### src/pkg/cfw_regs.svh
// constants for the configuration frame writer: packet fields, frame address
// layout, column sizes and abort timing; included by cfw_frame_writer only, not by cfw_buf2.
//
// Contract
// - three segments: logic fabric, two block-memory
// - block-memory segments addressed apart from fabric
// - whole frames only, no partial frame
// - column sizes 8, 48, 27, 54 frames
// - one frame length for every column
// - even columns left, odd right of centre
// - frames numbered outward from the centre
// - first frame at address, then auto-increment
// - words shift into frame register, parallel commit
// - last word stays held until pushed
// - address holds major, minor and block type
// - major field in bits 17 to 24
// - minor field in bits 9 to 16
// - user flip-flops never touched by configuration
`ifndef CFW_REGS_SVH
`define CFW_REGS_SVH

// ----------------------------------------------------------------
// packet words
// ----------------------------------------------------------------
`define CFW_SYNC_WORD 32'hAA995566
`define CFW_CMD_WRITE_CONFIG_COMMAND 32'h00000001
`define CFW_HDR_TYPE1 3'h1
`define CFW_HDR_WRITE 2'h2
`define CFW_HDR_TYPE_MSB 31
`define CFW_HDR_TYPE_LSB 29
`define CFW_HDR_OP_MSB 28
`define CFW_HDR_OP_LSB 27
`define CFW_HDR_REG_MSB 16
`define CFW_HDR_REG_LSB 13
`define CFW_HDR_CNT_MSB 10
`define CFW_REG_FAR 4'h1
`define CFW_REG_FRAME_DATA_INPUT_REGISTER 4'h2
`define CFW_REG_CMD 4'h4

// ----------------------------------------------------------------
// frame address layout
// ----------------------------------------------------------------
`define CFW_FAR_RESET 32'h00000000
`define CFW_BTYPE_MSB 26
`define CFW_BTYPE_LSB 25
`define CFW_MAJOR_MSB 24
`define CFW_MAJOR_LSB 17
`define CFW_MINOR_MSB 16
`define CFW_MINOR_LSB 9

// ----------------------------------------------------------------
// column sizes and timing
// ----------------------------------------------------------------
`define CFW_CENTER_FRAMES 8'h08
`define CFW_LOGIC_FRAMES 8'h30
`define CFW_MEMIC_FRAMES 8'h1B
`define CFW_IO_FRAMES 8'h36
`define CFW_ABORT_CYCLES 2'h3

`endif

### src/pkg/cfw_pkg.sv
// types for the configuration frame writer.
// assumes nothing beyond a standard compile order.
package cfw_pkg;
    typedef logic [31:0] cfw_word_t;
    typedef enum logic [2:0] {
        ST_UNSYNC = 3'h0,
        ST_HDR = 3'h1,
        ST_CMD = 3'h2,
        ST_FAR = 3'h3,
        ST_FRAME_DATA_INPUT_REGISTER = 3'h4,
        ST_SKIP = 3'h5
    } cfw_state_t;
endpackage : cfw_pkg

### src/pkg/cfw_stream_if.sv
// valid/ready word stream between the writer's internal stages.
// assumes one clock shared by both ends.
`timescale 1ns/1ps
interface cfw_stream_if #(parameter int W = 32);
    logic valid;
    logic ready;
    logic [W-1:0] data;
    modport src (output valid, output data, input ready);
    modport dst (input valid, input data, output ready);
endinterface : cfw_stream_if

### src/verilog/cfw_buf2.sv
// two-entry word buffer with valid/ready on both sides.
// assumes one clock; flush empties it in one cycle.
`timescale 1ns/1ps
module cfw_buf2 #(
    parameter int W = 32
) (
    input wire logic clk,
    input wire logic reset,
    input wire logic flush,
    cfw_stream_if.dst in_s,
    cfw_stream_if.src out_s
);
    import cfw_pkg::*;

    logic [W-1:0] mem_q [2];
    logic [W-1:0] mem_d [2];
    logic wr_q, wr_d, rd_q, rd_d;
    logic [1:0] cnt_q, cnt_d;
    logic push, pop;

    if (W < 1) begin : g_chk
        $error("cfw_buf2: width must be at least one");
    end

    assign push = in_s.valid & in_s.ready;
    assign pop = out_s.valid & out_s.ready;
    assign in_s.ready = (cnt_q != 2'h2);
    assign out_s.valid = (cnt_q != 2'h0);
    assign out_s.data = mem_q[rd_q];

    // ----------------------------------------------------------------
    // next state
    // ----------------------------------------------------------------
    always_comb begin
        mem_d = mem_q;
        wr_d = wr_q;
        rd_d = rd_q;
        cnt_d = cnt_q;
        if (flush) begin
            wr_d = 1'b0;
            rd_d = 1'b0;
            cnt_d = 2'h0;
        end else begin
            if (push) begin
                mem_d[wr_q] = in_s.data;
                wr_d = ~wr_q;
            end
            if (pop) begin
                rd_d = ~rd_q;
            end
            cnt_d = cnt_q + {1'b0, push} - {1'b0, pop};
        end
    end

    // ----------------------------------------------------------------
    // registers
    // ----------------------------------------------------------------
    always_ff @(posedge clk or posedge reset) begin
        if (reset) begin
            mem_q[0] <= '0;
            mem_q[1] <= '0;
            wr_q <= 1'b0;
            rd_q <= 1'b0;
            cnt_q <= 2'h0;
        end else begin
            mem_q <= mem_d;
            wr_q <= wr_d;
            rd_q <= rd_d;
            cnt_q <= cnt_d;
        end
    end
endmodule : cfw_buf2

### src/verilog/cfw_frame_writer.sv
// configuration frame write path behind the parallel configuration port.
// assumes port inputs synchronous to CLK, one word per write cycle.
`timescale 1ns/1ps
`include "cfw_regs.svh"
module cfw_frame_writer #(
    parameter int FRAME_WORDS = 18,
    parameter int LOGIC_COLS = 24
) (
    input wire logic CLK,
    input wire logic RESET,
    input wire logic CS_N,
    input wire logic WR_N,
    input wire cfw_pkg::cfw_word_t DATA_IN,
    output logic BUSY,
    output cfw_pkg::cfw_word_t DATA_OUT,
    output logic SYNCED,
    output logic WRITE_ENABLED,
    output logic CFG_WE,
    input wire logic CFG_READY,
    output logic [1:0] CFG_SEG,
    output logic [7:0] CFG_MAJOR,
    output logic [7:0] CFG_MINOR,
    output logic CFG_RIGHT,
    output logic [FRAME_WORDS*32-1:0] CFG_DATA
);
    import cfw_pkg::*;

    localparam int FB = FRAME_WORDS * 32;
    localparam logic [7:0] LOGIC_END = 8'(2 * LOGIC_COLS);
    localparam logic [10:0] LAST_WORD = 11'(FRAME_WORDS - 1);

    if (FRAME_WORDS < 2 || FRAME_WORDS > 2047) begin : g_chk_fw
        $error("cfw_frame_writer: FRAME_WORDS out of range");
    end
    if (LOGIC_COLS < 1 || LOGIC_COLS > 125) begin : g_chk_lc
        $error("cfw_frame_writer: LOGIC_COLS out of range");
    end

    cfw_state_t st_q, st_d;
    logic [10:0] cnt_q, cnt_d;
    logic [1:0] ab_q, ab_d;
    logic write_config_command_q, write_config_command_d;
    cfw_word_t far_q, far_d;
    cfw_word_t hold_q, hold_d;
    logic hold_v_q, hold_v_d;
    logic [11:0] left_q, left_d;
    logic [10:0] wcnt_q, wcnt_d;
    logic skip_q, skip_d;
    logic pend_q, pend_d;
    logic [FB-1:0] frame_q, frame_d;

    logic wr_en, abort_cond, abort, accept, far_wr, commit, consume, hdr_ok, frame_data_input_register_load;
    logic [3:0] hdr_reg;
    logic [10:0] hdr_cnt;
    cfw_word_t nxt_far;

    cfw_stream_if #(.W(32)) in_s ();
    cfw_stream_if #(.W(32)) out_s ();

    cfw_buf2 #(.W(32)) u_buf (
        .clk(CLK),
        .reset(RESET),
        .flush(abort),
        .in_s(in_s.dst),
        .out_s(out_s.src)
    );

    // ----------------------------------------------------------------
    // column sizes and address step
    // ----------------------------------------------------------------
    function automatic logic [7:0] col_frames(input logic [7:0] major);
        if (major == 8'h00) begin
            col_frames = `CFW_CENTER_FRAMES;
        end else if (major <= LOGIC_END) begin
            col_frames = `CFW_LOGIC_FRAMES;
        end else if (major <= LOGIC_END + 8'h02) begin
            col_frames = `CFW_MEMIC_FRAMES;
        end else begin
            col_frames = `CFW_IO_FRAMES;
        end
    endfunction : col_frames

    // minor counts outward, then next major column
    always_comb begin
        nxt_far = far_q;
        if (far_q[`CFW_MINOR_MSB:`CFW_MINOR_LSB] ==
            col_frames(far_q[`CFW_MAJOR_MSB:`CFW_MAJOR_LSB]) - 8'h01) begin
            nxt_far[`CFW_MINOR_MSB:`CFW_MINOR_LSB] = 8'h00;
            nxt_far[`CFW_MAJOR_MSB:`CFW_MAJOR_LSB] =
                far_q[`CFW_MAJOR_MSB:`CFW_MAJOR_LSB] + 8'h01;
        end else begin
            nxt_far[`CFW_MINOR_MSB:`CFW_MINOR_LSB] =
                far_q[`CFW_MINOR_MSB:`CFW_MINOR_LSB] + 8'h01;
        end
    end

    // ----------------------------------------------------------------
    // port decode
    // ----------------------------------------------------------------
    assign wr_en = !CS_N && !WR_N;
    assign abort_cond = !CS_N && WR_N;
    assign abort = abort_cond && (ab_q >= `CFW_ABORT_CYCLES - 2'h1);
    assign BUSY = (st_q == ST_FRAME_DATA_INPUT_REGISTER) && hold_v_q && !in_s.ready;
    assign accept = wr_en && !BUSY;
    assign far_wr = (st_q == ST_FAR) && accept;
    assign hdr_reg = DATA_IN[`CFW_HDR_REG_MSB:`CFW_HDR_REG_LSB];
    assign hdr_cnt = DATA_IN[`CFW_HDR_CNT_MSB:0];
    assign hdr_ok = DATA_IN[`CFW_HDR_TYPE_MSB:`CFW_HDR_TYPE_LSB] == `CFW_HDR_TYPE1
        && DATA_IN[`CFW_HDR_OP_MSB:`CFW_HDR_OP_LSB] == `CFW_HDR_WRITE
        && hdr_cnt != 11'h000;
    assign frame_data_input_register_load = (st_q == ST_HDR) && accept && hdr_ok
        && hdr_reg == `CFW_REG_FRAME_DATA_INPUT_REGISTER && write_config_command_q;
    // previous word moves on only when a new one arrives
    assign in_s.valid = (st_q == ST_FRAME_DATA_INPUT_REGISTER) && wr_en && hold_v_q;
    assign in_s.data = hold_q;

    // ----------------------------------------------------------------
    // packet state: next values
    // ----------------------------------------------------------------
    always_comb begin
        st_d = st_q;
        cnt_d = cnt_q;
        write_config_command_d = write_config_command_q;
        far_d = far_q;
        hold_d = hold_q;
        hold_v_d = hold_v_q;
        ab_d = abort_cond ? ((ab_q == `CFW_ABORT_CYCLES) ? ab_q : ab_q + 2'h1) : 2'h0;
        if (commit) begin
            far_d = nxt_far;
        end
        case (st_q)
            ST_UNSYNC: begin
                if (accept && DATA_IN == `CFW_SYNC_WORD) begin
                    st_d = ST_HDR;
                end
            end
            ST_HDR: begin
                if (accept && hdr_ok) begin
                    cnt_d = hdr_cnt;
                    case (hdr_reg)
                        `CFW_REG_CMD: st_d = ST_CMD;
                        `CFW_REG_FAR: st_d = ST_FAR;
                        `CFW_REG_FRAME_DATA_INPUT_REGISTER: begin
                            st_d = write_config_command_q ? ST_FRAME_DATA_INPUT_REGISTER : ST_SKIP;
                            hold_v_d = write_config_command_q ? 1'b0 : hold_v_q;
                        end
                        default: st_d = ST_SKIP;
                    endcase
                end
            end
            ST_CMD, ST_FAR, ST_FRAME_DATA_INPUT_REGISTER, ST_SKIP: begin
                if (accept) begin
                    cnt_d = cnt_q - 11'h001;
                    if (cnt_q == 11'h001) begin
                        st_d = ST_HDR;
                    end
                    if (st_q == ST_CMD) begin
                        write_config_command_d = (DATA_IN == `CFW_CMD_WRITE_CONFIG_COMMAND);
                    end
                    if (st_q == ST_FAR) begin
                        far_d = DATA_IN;
                    end
                    if (st_q == ST_FRAME_DATA_INPUT_REGISTER) begin
                        hold_d = DATA_IN;
                        hold_v_d = 1'b1;
                    end
                end
            end
            default: st_d = ST_UNSYNC;
        endcase
        if (abort) begin
            st_d = ST_UNSYNC;
            cnt_d = 11'h000;
            write_config_command_d = 1'b0;
            hold_v_d = 1'b0;
        end
    end

    always_ff @(posedge CLK or posedge RESET) begin
        if (RESET) begin
            st_q <= ST_UNSYNC;
            cnt_q <= 11'h000;
            ab_q <= 2'h0;
            write_config_command_q <= 1'b0;
            far_q <= `CFW_FAR_RESET;
            hold_q <= 32'h00000000;
            hold_v_q <= 1'b0;
        end else begin
            st_q <= st_d;
            cnt_q <= cnt_d;
            ab_q <= ab_d;
            write_config_command_q <= write_config_command_d;
            far_q <= far_d;
            hold_q <= hold_d;
            hold_v_q <= hold_v_d;
        end
    end

    // ----------------------------------------------------------------
    // frame assembly: next values
    // ----------------------------------------------------------------
    assign out_s.ready = !pend_q;
    assign consume = out_s.valid && out_s.ready;
    assign commit = pend_q && CFG_READY && !far_wr;

    always_comb begin
        left_d = left_q;
        wcnt_d = wcnt_q;
        skip_d = skip_q;
        pend_d = pend_q;
        frame_d = frame_q;
        if (pend_q && CFG_READY) begin
            pend_d = 1'b0;
        end
        if (consume) begin
            if (left_q != 12'h000) begin
                left_d = left_q - 12'h001;
            end
            if (skip_q) begin
                skip_d = 1'b0;
            end else begin
                frame_d = {frame_q[FB-33:0], out_s.data};
                if (wcnt_q == LAST_WORD) begin
                    wcnt_d = 11'h000;
                    // a frame with no words after it is the dummy frame
                    if (left_q > 12'h001) begin
                        pend_d = 1'b1;
                        skip_d = 1'b1;
                    end
                end else begin
                    wcnt_d = wcnt_q + 11'h001;
                end
            end
        end
        if (frame_data_input_register_load) begin
            left_d = left_d + 12'(hdr_cnt) - 12'h001;
        end
        if (abort) begin
            left_d = 12'h000;
            wcnt_d = 11'h000;
            skip_d = 1'b0;
            pend_d = 1'b0;
        end
    end

    always_ff @(posedge CLK or posedge RESET) begin
        if (RESET) begin
            left_q <= 12'h000;
            wcnt_q <= 11'h000;
            skip_q <= 1'b0;
            pend_q <= 1'b0;
            frame_q <= '0;
        end else begin
            left_q <= left_d;
            wcnt_q <= wcnt_d;
            skip_q <= skip_d;
            pend_q <= pend_d;
            frame_q <= frame_d;
        end
    end

    // ----------------------------------------------------------------
    // outputs: storage side sees only whole frames
    // ----------------------------------------------------------------
    assign CFG_WE = pend_q;
    assign CFG_DATA = frame_q;
    assign CFG_SEG = far_q[`CFW_BTYPE_MSB:`CFW_BTYPE_LSB];
    assign CFG_MAJOR = far_q[`CFW_MAJOR_MSB:`CFW_MAJOR_LSB];
    assign CFG_MINOR = far_q[`CFW_MINOR_MSB:`CFW_MINOR_LSB];
    assign CFG_RIGHT = far_q[`CFW_MAJOR_LSB];
    assign DATA_OUT = far_q;
    assign SYNCED = (st_q != ST_UNSYNC);
    assign WRITE_ENABLED = write_config_command_q;
endmodule : cfw_frame_writer
### config.mk
export PLATFORM = sky130hd
export DESIGN_NAME = cfw_frame_writer
export DESIGN_NICKNAME = d
export VERILOG_FILES = /design/src/pkg/cfw_pkg.sv /design/src/pkg/cfw_stream_if.sv /design/src/verilog/cfw_buf2.sv /design/src/verilog/cfw_frame_writer.sv
export VERILOG_INCLUDE_DIRS = /design/src /design/src/pkg
export SDC_FILE = /design/constraint.sdc
export NUM_CORES = 1
export LEC_CHECK = 0
export BUFFER_PORTS_ARGS = -buffer_cell sky130_fd_sc_hd__buf_2
export CORE_AREA = 2 2 259 261
export CTS_CLUSTER_SIZE = 28
export DETAILED_ROUTE_END_ITERATION = 10
export DIE_AREA = 0 0 261 263
export PLACE_DENSITY = 0.68
export SLEW_MARGIN = 20
export SYNTH_ARGS = -nofsm -noshare
export SYNTH_HDL_FRONTEND = slang
export SYNTH_SLANG_ARGS = --single-unit
### constraint.sdc
create_clock -name CLK -period 50.4 [get_ports CLK]
set_input_delay 12.6 -clock CLK [delete_from_list [all_inputs] [get_ports CLK]]
set_output_delay 12.6 -clock CLK [all_outputs]
set_load 0.005 [all_outputs]
==> results of run 1 <==
-- worst max-delay path by stage --
stage,to,slack [ps],cells after the start
final,CFG_DATA[33],35180,5
after global routing,CFG_DATA[33],34680,5
after CTS,CFG_DATA[34],34960,5
after detailed placement,CFG_DATA[263],34310,5
after global placement,CFG_DATA[71],34280,5
after floorplan,CFG_DATA[0],16720,1
-- synth_stat cells, types with 17 or more instances --
cell      count
nand2_1    1754
dfrtp_1     751
clkbuf_1    160
mux2_2       86
o21ai_0      79
inv_1        50
nor2_1       49
mux2i_1      38
a21oi_1      37
ha_1         37
nor3_1       25
nor4_1       21
xnor2_1      20
buf_4        19
nand3_1      17
-- cell type report --
type                    count  area share
multi-input cells        2341       0.296
repair buffers            688      0.0954
diodes                      2    0.000134
flip-flops and latches    751       0.502
well taps                 864      0.0289
clock inverters            30      0.0118
clock buffers             111      0.0601
inverters                  50     0.00522
-- registers in the layout, summed over array words and instances, names as in the netlist, 2 cells and up --
register / count
CFG_DATA: 576
u_buf.mem_q: 64
DATA_OUT: 32
hold_q: 32
left_q: 12
cnt_q: 11
wcnt_q: 11
st_q: 3
ab_q: 2
u_buf.cnt_q: 2
-- layer usage --
layer / vias to the layer above / track usage / share of wire
li1: 11700 / - / -
met1: 11800 / 0.335 / 0.42
met2: 880 / 0.410 / 0.48
met3: 145 / 0.0514 / 0.074
met4: 0 / 0.0854 / 0.030
met5: - / 0 / 0
-- where the power goes --
part | switching [mW] | internal [mW]
combinational | 0.320 | 0.147
sequential | 0.0726 | 0.666
clock | 0.246 | 0.351
-- per-stage QoR --
stage | worst slack [ps] | std cells
2_1_floorplan | 16720 | 3337
3_3_place_gp | 34280 | 4693
3_5_place_dp | 34310 | 4693
4_1_cts | 34960 | 4834
5_1_grt | 34680 | 4836
6_report | 35180 | 4837
-- cell usage in the layout (no fill, tap or decap), drive strengths merged, types with 20 or more instances in the layout --
master	Yosys	routed
nor4	21	21
inv	50	54
ha	37	37
nor2	49	49
buf	34	688
nor3	25	25
mux2i	38	38
dfrtp	751	751
clkbuf	161	111
o21ai	79	79
mux2	88	88
xnor2	20	20
a21oi	37	37
nand2	1754	1754
-- logic make-up (layout without fill, tap and decap cells) --
group / count (synthesis) / after routing
buffers and inverters: 245 / 879
adder cells (fa/ha/maj): 38 / 38
other: 0 / 2
multiplexers: 126 / 126
AO/OA/AOI/OAI: 188 / 188
AND/OR/NAND/NOR: 1956 / 1956
flip-flops: 751 / 751
XOR/XNOR: 33 / 33
-- worst max-delay path, stage by stage --
cell	delay, ps
buf_2	130
inv_8	580
buf_12	610
buf_4	700
buf_4	830
==> out/qor.txt, run 1 <==
crit path DAT: 15840 ps
DRC Markers: 0
Starting Density: 0.470
vias in the first global route: 23.0k
initial antenna violation count: 2
global-route wire length before repair: 136 mm
root buffer cell: clkbuf_16
Slew @ Worst Pin: 1100 ps
Clock H-tree levels: 3
r2r setup slk: 45670 ps
pin count of the biggest net entering global routing: 273
Post-CTS Setup Bufs: 0
clock sinks: 751
hold endpoint: CFG_DATA[243]
Worst-Skew Late Latency: 630 ps
Post-Synth Adder-Cell Area: 0.0157
placed wire-length estimate: 61.4 mm
RePlAce Congestion: 0.904
Reg2Reg Launch Point: u_buf.cnt_q[1]
drt pass-1 iters: 5
core area: 65600 sq um
post-synthesis compound-gate area fraction: 0.0370
peak supply drop: 0.0368 mV
R2R cell count: 8
placed cell area: 34700 sq um
FF-to-FF End: CFG_DATA[345]
crit path time final: 15220 ps
max frequency: 65.7 MHz
Slew Limit Headroom: 0.268
CTS Buf Count: 79
Worst Hold Depth: 2
MaxCap Viol Count: 0
Final nets: 3986
max-slew violations: 0
Synth area leader: dfrtp_1
critical path required time: 51020 ps
HP Class: reg -> reg
Post-Synthesis Cells: 3337
vias per cell: 5.09
die area: 68600 sq um
synth warn: 0
Area contributors post-synth: dfrtp_1 61%, nand2_1 21%, mux2_2 3.1%
final cell area excluding filler cells: 37400 sq um
status: completed
fraction of layout cells with a size suffix above 1: 0.232
pwr/cell area: 48.2 nW/um^2
Synth Area per Inst: 9.24 sq um
vias: 24.6k
setup TNS: 0 ps
largest family of logic cells by synthesized area: simple AND/OR/NAND/NOR gates
RSZ-0062 raised after global routing: no
Synth Register Bits: 751
startpoint type of the worst setup path: input port
number of flops mapped to enable cells by yosys: 0
Critical Path End Type: async pin
Post-CTS Resized: 0
Hold Vio Cnt, Final: 0
P_leak: 22.1 nW
Final Routed Wirelength: 88.0 mm
Area growth syn-to-layout: 21.4%
hold path start: CFG_DATA[211]
Cell variety after synth: 65
CP startpoint: RESET
WHS: 467 ps
CTS tree: done
clock skew: 24.1 ps
final setup vio count: 0
Die H: 263 um
footprint of the multi-input gates: 11100 sq um
worst-path maximum fanout: 171
Total Power: 1.80 mW
post-synthesis sequential area ratio: 0.610
Post-Synth XOR/XNOR Area: 0.00938
post-synthesis simple-gate area fraction: 0.251
Synth Net Count: 3412
clk buf depth: 3
number of I/O pins: 668
# port buffers: 667
asr flop ratio synth: 1.00
Synth Cell Area: 30800 sq um
top_reg_cell synth: dfrtp_1
Core Util, Final: 0.570
global route total overflow: 0
clock slew at reported path FFs: 60 ps
GRT Total Usage: 0.251
Fillers: 5815
routed len/inst: 18.2 um
Final ANT Viol Nets: 0
initial DRC count: 2395
final worst-path cycle share: 0.302
post-synth top area share: 0.610
flip-flop and latch area: 18800 sq um
multiplexer share of the synthesized area: 0.0445
Site Rows: 94
Die X: 261 um
critical setup path kind: in -> async
hold_buf cts: 0
(Power assumes the default switching activity.)
==> inputs of run 2 (changes only) <==
ABC_AREA = 1   (was not set)
CORE_AREA = 2 2 260 262   (was 2 2 259 261)
DIE_AREA = 0 0 262 264   (was 0 0 261 263)
clock period = 14.3 ns   (was 50.4 ns; I/O delays follow)
==> out/qor.txt, run 2 <==
Ant. Diodes: 0 (-2)
Slew Limit Headroom: 0.223 (-0.0443)
metal2 WL: 47.0 mm (+11%)
CTS tree: done
RSZ-0062 raised after global routing: no
max frequency: 186 MHz
Fillers: 6081 (+4.6%)
R2R cell count: 8 (unchanged)
Synth Net Count: 3711 (+8.8%)
post-synth top area share: 0.604 (-0.00533)
GRT Total Usage: 0.273 (+0.0219)
min setup slack post-route: 8920 ps (-26260 ps)
synth warn: 0 (unchanged)
root buffer cell: clkbuf_16
Area growth syn-to-layout: 20.6%
Met3 Routed Length: 7.46 mm (+15%)
Post-CTS Resized: 0 (unchanged)
Hold Vio Cnt, Final: 0 (unchanged)
MaxCap Viol Count: 0 (unchanged)
global-route wire length before repair: 146 mm (+7.3%)
max-slew violations: 0 (unchanged)
number of flops mapped to enable cells by yosys: 0 (unchanged)
Site Rows: 95 (+1.1%)
Critical Path End Type: primary output
peak supply drop: 0.173 mV (+370%)
Clock H-tree levels: 3 (unchanged)
Final nets: 4291 (+7.7%)
pin count of the biggest net entering global routing: 249 (-8.8%)
Synth Register Bits: 751 (unchanged)
WHS: 467 ps (-0.159 ps)
fraction of layout cells with a size suffix above 1: 0.200 (-0.0313)
routed length on met1: 38.4 mm (+4.6%)
Worst-Skew Late Latency: 620 ps (about the same)
worst-path cell chain: nor3_4, nand3_2, inv_1, buf_2
clock skew: 21.0 ps (-3.19 ps)
most frequent cells in the layout: 1935 x nand2_1, 751 x dfrtp_1, 667 x buf_2
critical setup path kind: reg -> out
critical path required time: 10720 ps (-40300 ps)
Critical-path top delay cell: dfrtp_1
commonest non-fill, non-tap cell in the layout: nand2_1
highest routed layer: met4
status: completed
die area: 69200 sq um (+0.76%)
clk buf depth: 3 (unchanged)
flip-flop and latch area: 18800 sq um (about the same)
# port buffers: 667 (unchanged)
Die X: 262 um (+0.38%)
crit path DAT: 1810 ps (-14030 ps)
placed cell area: 34800 sq um (+0.49%)
top_reg_cell synth: dfrtp_1
final worst-path cycle share: 0.376
HP Class: reg -> reg
Slew @ Worst Pin: 1170 ps (+66.5 ps)
global route total overflow: 0 (unchanged)
routed len/inst: 18.8 um (+3.3%)
Final Routed Wirelength: 96.7 mm (+9.8%)
top-count cell post-synth: nand2_1
setup TNS: 0 ps (unchanged)
Cell variety after synth: 47 (-28%)
vias: 26.0k (+5.9%)
startpoint type of the worst setup path: flop
Die H: 264 um (+0.38%)
final setup vio count: 0 (unchanged)
initial DRC count: 2658 (+11%)
max FFs per register: 576 (unchanged)
P_leak: 21.7 nW (-1.8%)
DRC Markers: 0 (unchanged)
asr flop ratio synth: 1.00 (unchanged)
drt pass-1 iters: 6 (+1)
Crit path largest cell delay: 490 ps (-340 ps)
Synth Cell Area: 31100 sq um (+0.88%)
vias in the first global route: 24.3k (+5.6%)
Post-Synthesis Cells: 3636 (+9.0%)
pwr/cell area: 236 nW/um^2 (+390%)
Area contributors post-synth: dfrtp_1 60%, nand2_1 23%, inv_1 1.9%
footprint of the multi-input gates: 10800 sq um (-2.9%)
crit path time final: 5380 ps
final cell area excluding filler cells: 37500 sq um (+0.19%)
core area: 66600 sq um (+1.4%)
vias per cell: 5.06 (-0.47%)
Synth area leader: dfrtp_1
worst-path maximum fanout: 8 (-95%)
RePlAce Congestion: 0.921 (+1.9%)
Worst Hold Depth: 2 (unchanged)
Final ANT Viol Nets: 0 (unchanged)
hold_buf cts: 0 (unchanged)
Post-CTS Setup Bufs: 0 (unchanged)
Synth Area per Inst: 8.55 sq um (-7.4%)
placed wire-length estimate: 68.7 mm (+12%)
number of I/O pins: 668 (unchanged)
most common library cells after synthesis: 1938 x nand2_1, 751 x dfrtp_1, 157 x inv_1, 140 x nor2_1, 95 x buf_2
Finished Layout Cells: 5145 (+6.4%)
dpl ws: 8450 ps (-25860 ps)
Placed Cells: 5009 (+6.7%)
CTS Buf Count: 78 (-1.3%)
Total Power: 8.84 mW (+390%)
clock sinks: 751 (unchanged)
post-synthesis sequential area ratio: 0.604 (-0.00533)
Starting Density: 0.467 (-0.00252)
initial antenna violation count: 0 (-2)
clock slew at reported path FFs: 60 ps (about the same)
Core Util, Final: 0.563 (-0.00694)
[run 2: changes by cell type in the layout (fill, tap and decap cells not counted), moves of 10 or more]
| cell | before | now |
|---|---|---|
| nor3b_1 | 11 | 0 |
| o31ai_1 | 5 | 32 |
| nand2_1 | 1754 | 1935 |
| o21ai_1 | 0 | 74 |
| mux2_2 | 86 | 0 |
| and3_1 | 10 | 0 |
| inv_2 | 0 | 12 |
| nand3_1 | 16 | 43 |
| inv_1 | 49 | 156 |
| a31oi_1 | 15 | 5 |
| nor2_1 | 47 | 140 |
| mux2i_1 | 38 | 0 |
| nor4_1 | 19 | 9 |
| xnor2_1 | 20 | 8 |
[run 2: layout make-up]
cell class	instances	area share
clock inverter	18	0.00761
tap	873	0.0291
sequential	751	0.501
inverter	171	0.0174
clock buffer	118	0.0625
multi-input combinational	2526	0.287
timing repair buffer	688	0.0950
[run 2: worst paths after layout]
kind	endpoint	start	slack, ps
max in group asynchronous	CFG_DATA[372]	RESET	9180
setup / recovery	BUSY	st_q[1]	8920
hold reg to reg	CFG_DATA[564]	CFG_DATA[564]	470
hold / removal	CFG_DATA[564]	CFG_DATA[564]	470
setup reg to reg	CFG_DATA[373]	CFG_WE	10270
min in group asynchronous	CFG_DATA[249]	RESET	2920
[run 2: cells by family (layout without fill, tap and decap cells)]
logic type,after synthesis,in the layout,share of synthesized area
and+or+nand+nor,2202,2202,0.276
DFF,751,751,0.604
buffers and inverters,359,995,0.0501
AOI/OAI and AO/OA,262,262,0.0473
adders and majority gates,38,38,0.0155
xor gates and xnor gates,24,24,0.00676
[run 2: per-layer routing]
layer | vias to the layer above | GRT usage
li1 | 12400 | -
met5 | - | 0
met3 | 186 | 0.0556
met1 | 12500 | 0.351
met4 | 0 | 0.106
met2 | 961 | 0.455
[run 2: report_power, final]
part,switching (mW),internal [mW]
clock,0.853,1.23
sequential,0.754,2.88
combinational,2.01,1.12
[run 2: critical path, delay by kind of cell (launching register included)]
kind | cells | cell delay, ps
flip-flops | 1 | 490
AND/OR/NAND/NOR | 2 | 510
buffers and inverters | 2 | 180
==> inputs of run 3 (changes only) <==
CORE_AREA = 2 2 263 265   (was 2 2 260 262)
DIE_AREA = 0 0 265 267   (was 0 0 262 264)
PLACE_DENSITY = 0.7   (was 0.68)
clock period = 4.9 ns   (was 14.3 ns; I/O delays follow)
==> out/qor.txt, run 3 (synthesis gave the netlist of run 2 again) <==
CTS Buf Count: 79 (+1.3%)
crit path time final: 3460 ps
commonest non-fill, non-tap cell in the layout: nand2_1
core area: 68000 sq um (+2.1%)
clock slew at reported path FFs: 60 ps (about the same)
clock skew: 39.4 ps (+18.4 ps)
Worst-Skew Late Latency: 630 ps (about the same)
CP Capture Point: left_q[11]
Die X: 265 um (+1.1%)
dpl ws: 1310 ps (-7140 ps)
# port buffers: 667 (unchanged)
worst-path maximum fanout: 5 (-3)
max FFs per register: 576 (unchanged)
min setup slack post-route: 1440 ps (-7480 ps)
HP Class: reg -> reg
Crit path largest cell delay: 410 ps (-80 ps)
Final Routed Wirelength: 97.3 mm (+0.61%)
grt met1 use: 0.334 (-0.0165)
routed len/inst: 18.8 um (+0.27%)
r2r setup slk: 1440 ps (-8830 ps)
vias: 26.1k (+0.088%)
RSZ-0062 raised after global routing: no
most frequent cells in the layout: 1935 x nand2_1, 751 x dfrtp_1, 667 x buf_2
Site Rows: 96 (+1.1%)
Final nets: 4301 (+0.23%)
max frequency: 289 MHz
pwr/cell area: 684 nW/um^2 (+190%)
status: completed
final worst-path cycle share: 0.706
Final ANT Viol Nets: 0 (unchanged)
Critical Path End Type: flop
P_leak: 21.7 nW (about the same)
placed wire-length estimate: 70.1 mm (+2.0%)
max-slew violations: 0 (unchanged)
Die H: 267 um (+1.1%)
GRT met3 Usage: 0.0664 (+0.0109)
Starting Density: 0.457 (-0.00976)
GR met2 Demand/Resource: 0.446 (-0.00884)
FF-to-FF End: left_q[11]
Area growth syn-to-layout: 21.0%
worst-path cell chain: nor2_1, nand2_1, nor2_1, nand3_1, nand2_2, nor2_2, nand2_1, nor2_1, nand2_1, xor2_1, ha_1, inv_1, ha_1, inv_1, o21ai_0, a31oi_1, nand3_1, or2_2, nand3_1, nand2_1, nand2_1, nor2_1
number of I/O pins: 668 (unchanged)
MaxCap Viol Count: 0 (unchanged)
die area: 70800 sq um (+2.3%)
Slew Limit Headroom: 0.204 (-0.0189)
CP startpoint: left_q[5]
GRT Total Usage: 0.270 (-0.00298)
peak supply drop: 0.386 mV (+120%)
Slew @ Worst Pin: 1190 ps (+28.3 ps)
startpoint type of the worst setup path: flop
CTS tree: done
Critical-path top delay cell: dfrtp_1
global-route wire length before repair: 147 mm (+1.1%)
critical path required time: 5410 ps (-5310 ps)
Post-CTS Setup Bufs: 0 (unchanged)
RePlAce Congestion: 0.940 (+2.0%)
Total Power: 25.7 mW (+190%)
global route total overflow: 0 (unchanged)
busiest layer in global routing: met2
initial antenna violation count: 2 (+2)
fraction of layout cells with a size suffix above 1: 0.202 (+0.00131)
most frequent CP cell: nand2_1
crit path DAT: 3970 ps (+2160 ps)
hold path start: CFG_DATA[547]
root buffer cell: clkbuf_16
Clock H-tree levels: 3 (unchanged)
R2R cell count: 22 (+14)
final setup vio count: 0 (unchanged)
clock sinks: 751 (unchanged)
Hold Vio Cnt, Final: 0 (unchanged)
drt pass-1 iters: 5 (-1)
DRC Markers: 0 (unchanged)
pin count of the biggest net entering global routing: 217 (-13%)
vias in the first global route: 24.5k (+0.87%)
initial DRC count: 2645 (-0.49%)
Reg2Reg Launch Point: left_q[5]
vias per cell: 5.05 (-0.24%)
hold_buf cts: 0 (unchanged)
critical setup path kind: reg -> reg
clk buf depth: 3 (unchanged)
Post-CTS Resized: 0 (unchanged)
run 3: cell count changes in the layout (fill, tap and decap cells not counted), moves of 2 or more:
cell	before	now
inv_16	2	0
clkbuf_8	22	18
clkinv_2	8	5
clkinv_16	1	4
bufinv_16	5	2
buf_12	5	14
inv_6	1	3
clkinvlp_4	1	6
run 3: area by class of cell:
| class | count | area (sq um) |
|---|---|---|
| clock inverter | 19 | 269 |
| sequential | 751 | 18800 |
| inverter | 171 | 653 |
| clock buffer | 115 | 2310 |
| multi-input combinational | 2526 | 10700 |
| tap | 882 | 1100 |
| timing repair buffer | 697 | 3740 |
| fill | 6213 | 30400 |
| antenna | 1 | 2.50 |
run 3: how the worst min path moves through the flow:
stage	endpoint	cells past startpoint
after floorplan	hold_q[0]	2
after global placement	CFG_DATA[549]	2
after detailed placement	CFG_DATA[569]	2
after CTS	CFG_DATA[569]	2
after global routing	CFG_DATA[570]	2
final	CFG_DATA[547]	2
run 3: stage by stage:
| step | TNS (ps) | util | cells | hold WS (ps) | cell area, sq um |
|---|---|---|---|---|---|
| 5_1_grt | 0 | 0.553 | 5161 | 483 | 37600 |
| 6_report | 0 | 0.553 | 5162 | 465 | 37600 |
| 3_5_place_dp | 0 | 0.515 | 5027 | 453 | 35000 |
| 3_3_place_gp | 0 | 0.515 | 5027 | 450 | 35000 |
| 2_1_floorplan | -4971880 | - | 3636 | 453 | 31100 |
| 4_1_cts | 0 | 0.553 | 5161 | 468 | 37600 |
run 3: worst max-delay path, delay by kind of cell (launching register included):
kind,cells,cell delay [ps]
AOI/OAI and AO/OA,2,280
xor gates and xnor gates,1,270
adders and majority gates,2,570
buffers and inverters,2,150
DFF,1,410
and+or+nand+nor,15,1680
run 3: where the power goes:
part	total, mW	switching [mW]	internal [mW]	leakage [nW]
clock network	5.94	2.53	3.41	1.24
logic	9.26	5.94	3.31	10.5
registers	10.5	2.14	8.40	9.99
total	25.7	10.6	15.1	21.7
run 3: per-layer routing:
metal / vias to the layer above / wire length (um)
met3: 203 / 7640
li1: 12400 / -
met1: 12500 / 37900
met4: 2 / 4710
met5: - / 8
met2: 951 / 47000
